## src/ifb_pkg.sv

```systemverilog
// Shared constants and types for the interrupt flag and enable bank.
// Assumes a 32-bit Avalon-MM slave port with byte addresses.
package ifb_pkg;

  // Register byte offsets
  localparam logic [6:0] OFS_FLAGS0 = 7'h00;
  localparam logic [6:0] OFS_FLAGS1 = 7'h04;
  localparam logic [6:0] OFS_FLAGS2 = 7'h08;
  localparam logic [6:0] OFS_ENABLES0 = 7'h0C;
  localparam logic [6:0] OFS_ENABLES1 = 7'h10;
  localparam logic [6:0] OFS_ENABLES2 = 7'h14;
  localparam logic [6:0] OFS_PRIO_BASE = 7'h20;
  localparam logic [6:0] OFS_PRIO_LAST = 7'h4C;
  localparam logic [6:0] OFS_STATUS = 7'h50;

  // Implemented bit masks; all other bits read zero
  localparam logic [15:0] MASK_BANK0 = 16'h7FEF;
  localparam logic [15:0] MASK_BANK1 = 16'hE87F;
  localparam logic [15:0] MASK_BANK2 = 16'h07E1;
  localparam logic [15:0] MASK_PRIO = 16'h7777;

  // Field positions in bank 0
  localparam int BIT_EXT_PIN0 = 0;
  localparam int BIT_CAPTURE1 = 1;
  localparam int BIT_COMPARE1 = 2;
  localparam int BIT_TIMER1 = 3;
  localparam int BIT_COMPARE2 = 5;
  localparam int BIT_TIMER2 = 6;
  localparam int BIT_TIMER3 = 7;
  localparam int BIT_SPI_EVENT = 8;
  localparam int BIT_UART_RX = 9;
  localparam int BIT_UART_TX = 10;
  localparam int BIT_ADC_COMPLETE = 11;
  localparam int BIT_NONVOLATILE = 12;
  localparam int BIT_I2C_SLAVE = 13;
  localparam int BIT_I2C_MASTER = 14;
  // Field positions in bank 1
  localparam int BIT_EXT_PIN1 = 0;
  localparam int BIT_EXT_PIN2 = 1;
  localparam int BIT_PWM_SPECIAL = 2;
  localparam int BIT_PWM_GEN1 = 3;
  localparam int BIT_PWM_GEN4 = 6;
  localparam int BIT_CHANGE_NOTIFY = 11;
  localparam int BIT_COMPARATOR1 = 13;
  localparam int BIT_COMPARATOR3 = 15;
  // Field positions in bank 2
  localparam int BIT_COMPARATOR4 = 0;
  localparam int BIT_ADC_PAIR0 = 5;
  localparam int BIT_ADC_PAIR5 = 10;

  // Values after reset
  localparam logic [15:0] RESET_BANK = 16'h0000;
  localparam logic [15:0] RESET_PRIO = 16'h4444;
  localparam logic [2:0] PRIO_OFF = 3'h0;

  // Sizes
  localparam int NUM_SOURCES = 48;
  localparam int NUM_PRIO_REGS = 12;

  // Avalon response codes
  localparam logic [1:0] RESP_OKAY = 2'h0;
  localparam logic [1:0] RESP_DECODE_ERR = 2'h3;

  // One event pulse word per flag bank
  typedef struct packed {
    logic [15:0] bank2;
    logic [15:0] bank1;
    logic [15:0] bank0;
  } ifb_events_t;

  // Requests presented to the core
  typedef struct packed {
    logic [2:0] level;
    logic [NUM_SOURCES-1:0] pending;
  } ifb_request_t;

endpackage : ifb_pkg

```

## src/ifb_bank.sv

```systemverilog
// Interrupt request flag, enable and priority bank with Avalon-MM access.
// Assumes event pulses come from logic on ref_clk and need no synchroniser.
//
// Overview of operation
// [RULE1] Comparator 3,2,1 flags at bank1 bits 15-13
// [RULE2] Change notification flag at bank1 bit 11
// [RULE3] PWM generator 4-1 flags at bank1 bits 6-3
// [RULE4] PWM special match flag at bank1 bit 2
// [RULE5] External pin 2,1 flags at bank1 bits 1-0
// [RULE6] ADC pair 5-0 flags at bank2 bits 10-5
// [RULE7] Comparator 4 flag at bank2 bit 0
// [RULE8] Compare1, capture1, pin0 flags at bank0 bits 2-0
// [RULE9] Bank2 bits 15-11 and 4-1 read zero
// [RULE10] Bank1 bits 12 and 10-7 read zero
// [RULE11] Flags show raised requests; software reads, writes
// [RULE12] Reset clears every flag and enable bit
// [RULE13] Enable one passes request, zero blocks it
// [RULE14] Enables0 bits 14-8: I2C, memory, ADC, UART, SPI
// [RULE15] Enables0 bits 7-5, 3-0 timers, compares, capture
// [RULE16] Enables0 bit 15 reads zero
// [RULE17] Three-bit priority per source, zero disables
// [RULE18] Event sets flag next cycle; request needs enable
// [RULE19] Software clears with zero; hardware set wins
//
// The placing of the registers and register access over Avalon-MM were left to the implementer.
`timescale 1ns/1ps

module ifb_bank (
  // Clock and reset
  input wire logic ref_clk,
  input wire logic rst_n,
  // Avalon-MM slave
  input wire logic [6:0] avs_address,
  input wire logic avs_read,
  input wire logic avs_write,
  input wire logic [3:0] avs_byteenable,
  input wire logic [31:0] avs_writedata,
  output logic [31:0] avs_readdata,
  output logic [1:0] avs_response,
  output logic avs_waitrequest,
  // Peripheral event pulses
  input wire ifb_pkg::ifb_events_t events,
  // Requests to the core
  output ifb_pkg::ifb_request_t request
);

  logic [15:0] flags0;
  logic [15:0] flags1;
  logic [15:0] flags2;
  logic [15:0] enables0;
  logic [15:0] enables1;
  logic [15:0] enables2;
  logic [15:0] prio_mem [0:ifb_pkg::NUM_PRIO_REGS-1];

  // Bus decode
  wire bus_req = avs_read | avs_write;
  wire accept = bus_req & avs_waitrequest;
  wire wr_take = avs_write & ~avs_waitrequest;
  wire [15:0] lane_mask = {{8{avs_byteenable[1]}}, {8{avs_byteenable[0]}}};
  wire [15:0] wdata = avs_writedata[15:0];
  wire sel_f0 = avs_address == ifb_pkg::OFS_FLAGS0;
  wire sel_f1 = avs_address == ifb_pkg::OFS_FLAGS1;
  wire sel_f2 = avs_address == ifb_pkg::OFS_FLAGS2;
  wire sel_e0 = avs_address == ifb_pkg::OFS_ENABLES0;
  wire sel_e1 = avs_address == ifb_pkg::OFS_ENABLES1;
  wire sel_e2 = avs_address == ifb_pkg::OFS_ENABLES2;
  wire sel_st = avs_address == ifb_pkg::OFS_STATUS;
  wire sel_pr = avs_address >= ifb_pkg::OFS_PRIO_BASE && avs_address <= ifb_pkg::OFS_PRIO_LAST
                && avs_address[1:0] == 2'h0;
  wire [6:0] prio_ofs = avs_address - ifb_pkg::OFS_PRIO_BASE;
  wire [3:0] prio_idx = prio_ofs[5:2];
  wire mapped = sel_f0 | sel_f1 | sel_f2 | sel_e0 | sel_e1 | sel_e2 | sel_pr | sel_st;

  // Event words limited to implemented positions
  wire [15:0] ev0 = events.bank0 & ifb_pkg::MASK_BANK0; // [RULE8]
  wire [15:0] ev1 = events.bank1 & ifb_pkg::MASK_BANK1; // [RULE1] [RULE2] [RULE3] [RULE4] [RULE5]
  wire [15:0] ev2 = events.bank2 & ifb_pkg::MASK_BANK2; // [RULE6] [RULE7]

  // Byte-lane merge of a software write into a register
  function automatic logic [15:0] merge(input logic [15:0] cur, input logic [15:0] wd,
                                        input logic [15:0] lanes, input logic [15:0] mask);
    merge = ((cur & ~lanes) | (wd & lanes)) & mask;
  endfunction : merge

  // A set from hardware is ORed after the write, so it beats a clear
  wire [15:0] wr_f0 = (wr_take & sel_f0) ? merge(flags0, wdata, lane_mask, ifb_pkg::MASK_BANK0) : flags0;
  wire [15:0] wr_f1 = (wr_take & sel_f1) ? merge(flags1, wdata, lane_mask, ifb_pkg::MASK_BANK1) : flags1;
  wire [15:0] wr_f2 = (wr_take & sel_f2) ? merge(flags2, wdata, lane_mask, ifb_pkg::MASK_BANK2) : flags2;
  wire [15:0] next_flags0 = wr_f0 | ev0; // [RULE11] [RULE18] [RULE19]
  wire [15:0] next_flags1 = wr_f1 | ev1; // [RULE11] [RULE18] [RULE19]
  wire [15:0] next_flags2 = wr_f2 | ev2; // [RULE11] [RULE18] [RULE19]

  wire [15:0] next_enables0 = (wr_take & sel_e0) ?
                              merge(enables0, wdata, lane_mask, ifb_pkg::MASK_BANK0) : enables0; // [RULE14] [RULE15]
  wire [15:0] next_enables1 = (wr_take & sel_e1) ?
                              merge(enables1, wdata, lane_mask, ifb_pkg::MASK_BANK1) : enables1;
  wire [15:0] next_enables2 = (wr_take & sel_e2) ?
                              merge(enables2, wdata, lane_mask, ifb_pkg::MASK_BANK2) : enables2;

  // Source vector and enable vector, 16 slots per bank
  wire [47:0] flag_vec = {flags2, flags1, flags0};
  wire [47:0] en_vec = {enables2, enables1, enables0};

  // Pending requests and highest active level
  logic [47:0] next_pending;
  logic [2:0] next_level;
  always_comb begin
    logic [2:0] pl;
    pl = ifb_pkg::PRIO_OFF;
    next_pending = '0;
    next_level = ifb_pkg::PRIO_OFF;
    for (int i = 0; i < ifb_pkg::NUM_SOURCES; i++) begin
      pl = prio_mem[i / 4][(i % 4) * 4 +: 3];
      // Priority zero disables the source outright
      next_pending[i] = flag_vec[i] & en_vec[i] & (pl != ifb_pkg::PRIO_OFF); // [RULE13] [RULE17] [RULE18]
      if (next_pending[i] && pl > next_level) begin
        next_level = pl;
      end
    end
  end

  // Read mux; unimplemented bits are zero because the stores are masked
  logic [15:0] rd_word;
  always_comb begin
    rd_word = 16'h0000;
    if (sel_f0) begin
      rd_word = flags0 & ifb_pkg::MASK_BANK0;
    end else if (sel_f1) begin
      rd_word = flags1 & ifb_pkg::MASK_BANK1; // [RULE10]
    end else if (sel_f2) begin
      rd_word = flags2 & ifb_pkg::MASK_BANK2; // [RULE9]
    end else if (sel_e0) begin
      rd_word = enables0 & ifb_pkg::MASK_BANK0; // [RULE16]
    end else if (sel_e1) begin
      rd_word = enables1 & ifb_pkg::MASK_BANK1;
    end else if (sel_e2) begin
      rd_word = enables2 & ifb_pkg::MASK_BANK2;
    end else if (sel_pr) begin
      rd_word = prio_mem[prio_idx] & ifb_pkg::MASK_PRIO;
    end else if (sel_st) begin
      rd_word = {13'h0000, request.level};
    end
  end

  // Bus handshake: one wait cycle, then a single ready cycle
  always_ff @(posedge ref_clk) begin
    if (!rst_n) begin
      avs_waitrequest <= 1'b1;
      avs_readdata <= 32'h0000_0000;
      avs_response <= ifb_pkg::RESP_OKAY;
    end else begin
      avs_waitrequest <= ~accept;
      if (accept) begin
        avs_readdata <= avs_read ? {16'h0000, rd_word} : 32'h0000_0000;
        avs_response <= mapped ? ifb_pkg::RESP_OKAY : ifb_pkg::RESP_DECODE_ERR;
      end
    end
  end

  // Flags and enables
  always_ff @(posedge ref_clk) begin
    if (!rst_n) begin
      flags0 <= ifb_pkg::RESET_BANK; // [RULE12]
      flags1 <= ifb_pkg::RESET_BANK; // [RULE12]
      flags2 <= ifb_pkg::RESET_BANK; // [RULE12]
      enables0 <= ifb_pkg::RESET_BANK; // [RULE12]
      enables1 <= ifb_pkg::RESET_BANK;
      enables2 <= ifb_pkg::RESET_BANK;
    end else begin
      flags0 <= next_flags0;
      flags1 <= next_flags1;
      flags2 <= next_flags2;
      enables0 <= next_enables0;
      enables1 <= next_enables1;
      enables2 <= next_enables2;
    end
  end

  // Priority settings
  always_ff @(posedge ref_clk) begin
    if (!rst_n) begin
      for (int r = 0; r < ifb_pkg::NUM_PRIO_REGS; r++) begin
        prio_mem[r] <= ifb_pkg::RESET_PRIO;
      end
    end else if (wr_take && sel_pr) begin
      prio_mem[prio_idx] <= merge(prio_mem[prio_idx], wdata, lane_mask, ifb_pkg::MASK_PRIO); // [RULE17]
    end
  end

  // Requests are registered, so they trail the flag by one cycle
  always_ff @(posedge ref_clk) begin
    if (!rst_n) begin
      request <= '0;
    end else begin
      request.pending <= next_pending;
      request.level <= next_level;
    end
  end

endmodule : ifb_bank

```

## config.mk

```make
export PLATFORM = sky130hd
export DESIGN_NAME = ifb_bank
export DESIGN_NICKNAME = d
export VERILOG_FILES = /design/src/ifb_pkg.sv /design/src/ifb_bank.sv
export SDC_FILE = /design/constraint.sdc
export NUM_CORES = 1
export LEC_CHECK = 0
export ABC_CLOCK_PERIOD_IN_PS = 90400
export BUFFER_PORTS_ARGS = -buffer_cell sky130_fd_sc_hd__clkbuf_2
export CAP_MARGIN = 20
export CORE_MARGIN = 8
export CORE_UTILIZATION = 30
export CTS_CLUSTER_SIZE = 8
export DETAILED_ROUTE_END_ITERATION = 6
export GPL_TIMING_DRIVEN = 1
export MAX_ROUTING_LAYER = met4
export SYNTH_ARGS = -nofsm -noshare
export SYNTH_HDL_FRONTEND = slang
export SYNTH_SLANG_ARGS = --single-unit
```

## constraint.sdc

```tcl
create_clock -name ref_clk -period 90.4 [get_ports ref_clk]
set_clock_uncertainty 0.2 [all_clocks]
set_input_delay 9.04 -clock ref_clk [delete_from_list [all_inputs] [get_ports ref_clk]]
set_output_delay 9.04 -clock ref_clk [all_outputs]
set_load 0.01 [all_outputs]
```

==> results by group <==
Critical path
  • CP most frequent cell: ha_1
  • Crit end category: flop
  • WP data arrival: 43720 ps
  • Worst reg2reg endpoint: request[50]$_SDFF_PN0_
  • Worst Setup EP: request[50]$_SDFF_PN0_
  • Slowest cell on the critical path: or4b_2
  • R2R cell count: 193
  • Worst-path fanout max: 11
  • Reg2Reg Setup Slack: 46970 ps
  • Crit Path Category: flop to flop
  • Largest stage delay, worst path: 640 ps
  • Startpoint types: flop
  • Required time of the worst setup path: 90690 ps

Placed design
  • RD Place Congestion: 0.974
  • Placed cell count: 2649
  • DP HPWL: 47500 um
  • I/O Buffers: 114

Clock tree
  • CTS Buffer Depth: 3
  • H-tree depth: 2
  • Clk_lat worst skew: 570 ps
  • TritonCTS Buffers: 46
  • CTS Sinks: 309
  • CTS tree: yes
  • Root Buffer: clkbuf_16
  • Post-CTS setup buffers: 0
  • Clock slew at reported path FFs: 50 ps
  • CTS resizes: 0
  • Cts hold-fix bufs: 0

Timing
  • RSZ-0062 raised after global routing: no
  • Final Slew Violations: 0
  • Slew @ Worst Pin: 1180 ps
  • Final Critical Period: 43430 ps
  • Final Setup Violations: 0
  • Final Hold Vio Count: 0
  • Maximum clock frequency: 23.0 MHz
  • Slew margin rel.: 19.6%
  • Setup total negative slack: 0 ps
  • Ratio of final minimum period to clock period: 48.0%

Worst hold path
  • Hold path startpoint: avs_readdata[6]$_SDFFE_PN0P_
  • HP Class: flop to flop

Yosys
  • Cells after synthesis: 1776
  • Synth unique cells: 93
  • Register area share after synthesis: 46.5%
  • Netlist Area Pre-Place: 17400 um^2
  • Post-synth ARST share: 0%
  • Avg Cell Area, Syn: 9.83 um^2
  • EDFF count, synth: 192
  • Flops & latches, synth: 309
  • Warnings from Yosys: 0
  • Ys flop type: edfxtp_1

Finish
  • Layout cells sized above 1: 16.2%
  • Nets@finish: 2065
  • Most frequent cells in the layout: nor2_1, nand2_1, edfxtp_1, a21oi_1, dfxtp_1
  • Filler cells: 5784
  • Seq. cell area: 8110 um^2
  • Post-route insts no fill: 2727
  • Leading cell type in the layout, fill and taps excluded: nor2_1
  • Area Growth Syn to Fin: 16.3%
  • Multi-input gate area: 8700 um^2

Floorplan
  • Core Box Area: 57600 um^2
  • Die Area: 66100 um^2
  • Row count: 88
  • I/O Pins: 181
  • Starting Density: 30.3%
  • Die W: 257 um
  • Die Ht: 257 um

Drt
  • Detail Route Antenna Nets: 0
  • DR vias/cell: 5.58
  • DRC viols: 0
  • 1st-iter DRT viols: 1967
  • Average routed wire per standard cell: 23.0 um
  • WL final: 62800 um
  • First drt pass iteration count: 7
  • DR vias: 15200

Flow run
  • Max cap viols: 0

Power
  • Power Total: 348 uW
  • Lkg Pwr: 7.95 nW
  • Peak supply drop: 0.0131 mV
  • Pwr dens: 17.2 nW/um^2

Global route
  • Gr ovfl total: 0
  • First-pass GRT wire length: 92400 um
  • M3 GR Usage: 3.74%
  • GR Layer Usage met1: 23.6%
  • Number of global-route vias before repair: 14500
  • Gr usage total: 18.7%
  • Global route hottest layer: met2
  • Largest net degree at the start of global routing: 72
  • Initial antenna violation count: 6
  • Met2 usage: 29.0%

Outcome
  • Status: finished, final reports clean
layer usage:
metal	vias to the layer above	part of all wire [%]
met2	906	45
met1	7423	40
li1	6765	-
met4	0	4.2
met5	-	0
met3	136	11
worst max-delay path: cells and delay by family, from the launching register on:
kind	cells	cell delay, ps
fa+ha+maj	38	10980
simple gates	62	9970
flops	1	550
buf+inv	1	80
compound gates	77	16610
mux	15	4940
worst min path at each step:
stage                                   end  cells past startpoint
2_1_floorplan                          flop                      2
3_3_place_gp   avs_readdata[6]$_SDFFE_PN0P_                      2
3_5_place_dp   avs_readdata[5]$_SDFFE_PN0P_                      2
4_1_cts        avs_readdata[5]$_SDFFE_PN0P_                      2
5_1_grt        avs_readdata[6]$_SDFFE_PN0P_                      2
6_report       avs_readdata[6]$_SDFFE_PN0P_                      2
kinds of logic after synthesis:
logic type,after synthesis,share of synthesized area (%)
buffers and inverters,220,5.49
AO/OA/AOI/OAI,385,15.4
AND/OR/NAND/NOR,690,17.8
multiplexers,126,11.7
adder cells (fa/ha/maj),45,3.11
flip-flops,309,46.5
other,1,0.0215
power breakdown:
part	internal, mW	switching (mW)	total, mW
combinational	0.00877	0.0186	0.0273
clock	0.0984	0.0630	0.161
sequential	0.155	0.00457	0.159
total	0.262	0.0861	0.348
synthesized netlist by cell type, types with 6 or more instances:
library cell | number | area share, %
and2_1 | 23 | 0.82
or2_2 | 19 | 0.68
and3_1 | 22 | 0.79
a211oi_1 | 14 | 0.60
mux4_2 | 60 | 7.7
or3_1 | 10 | 0.36
o221ai_1 | 8 | 0.40
o21a_1 | 9 | 0.39
o22ai_1 | 7 | 0.25
clkbuf_1 | 66 | 1.4
nor2_1 | 235 | 5.1
o211ai_1 | 10 | 0.43
nand2b_1 | 6 | 0.22
inv_1 | 111 | 2.4
nor2b_1 | 11 | 0.39
a31oi_1 | 16 | 0.57
nor3_1 | 50 | 1.4
a221oi_1 | 8 | 0.40
nand4_1 | 6 | 0.22
ha_1 | 37 | 2.7
o311ai_0 | 7 | 0.35
o31ai_1 | 14 | 0.60
a21oi_1 | 135 | 3.9
nor4_1 | 9 | 0.32
maj3_1 | 8 | 0.46
a222oi_1 | 10 | 0.57
nand2_1 | 203 | 4.4
o21ai_0 | 48 | 1.4
mux2_2 | 11 | 0.71
buf_4 | 33 | 1.4
o2111ai_1 | 10 | 0.50
mux2i_1 | 53 | 3.0
nand3_1 | 78 | 2.2
buf_1 | 8 | 0.17
edfxtp_1 | 192 | 33
a22oi_1 | 8 | 0.34
dfxtp_1 | 117 | 13
layout make-up:
type,instances,share of cell area (%)
Tap cell,765,4.72
Multi-Input combinational cell,1326,42.9
Inverter,112,2.08
Sequential cell,309,40.0
Clock buffer,68,6.45
Clock inverter,6,0.136
Antenna cell,3,0.0370
Timing Repair Buffer,138,3.73
through the flow:
stage          cell area (um^2)  hold WS, ps  utilization [%]  worst slack (ps)
2_1_floorplan             17700          244                -             52390
3_3_place_gp              18900          246             32.9             48190
3_5_place_dp              18900          256             32.9             47310
4_1_cts                   20300          262             35.2             47180
5_1_grt                   20300          289             35.2             43670
6_report                  20300          259             35.2             46970
Note: power is estimated with default switching activity, not from simulation.
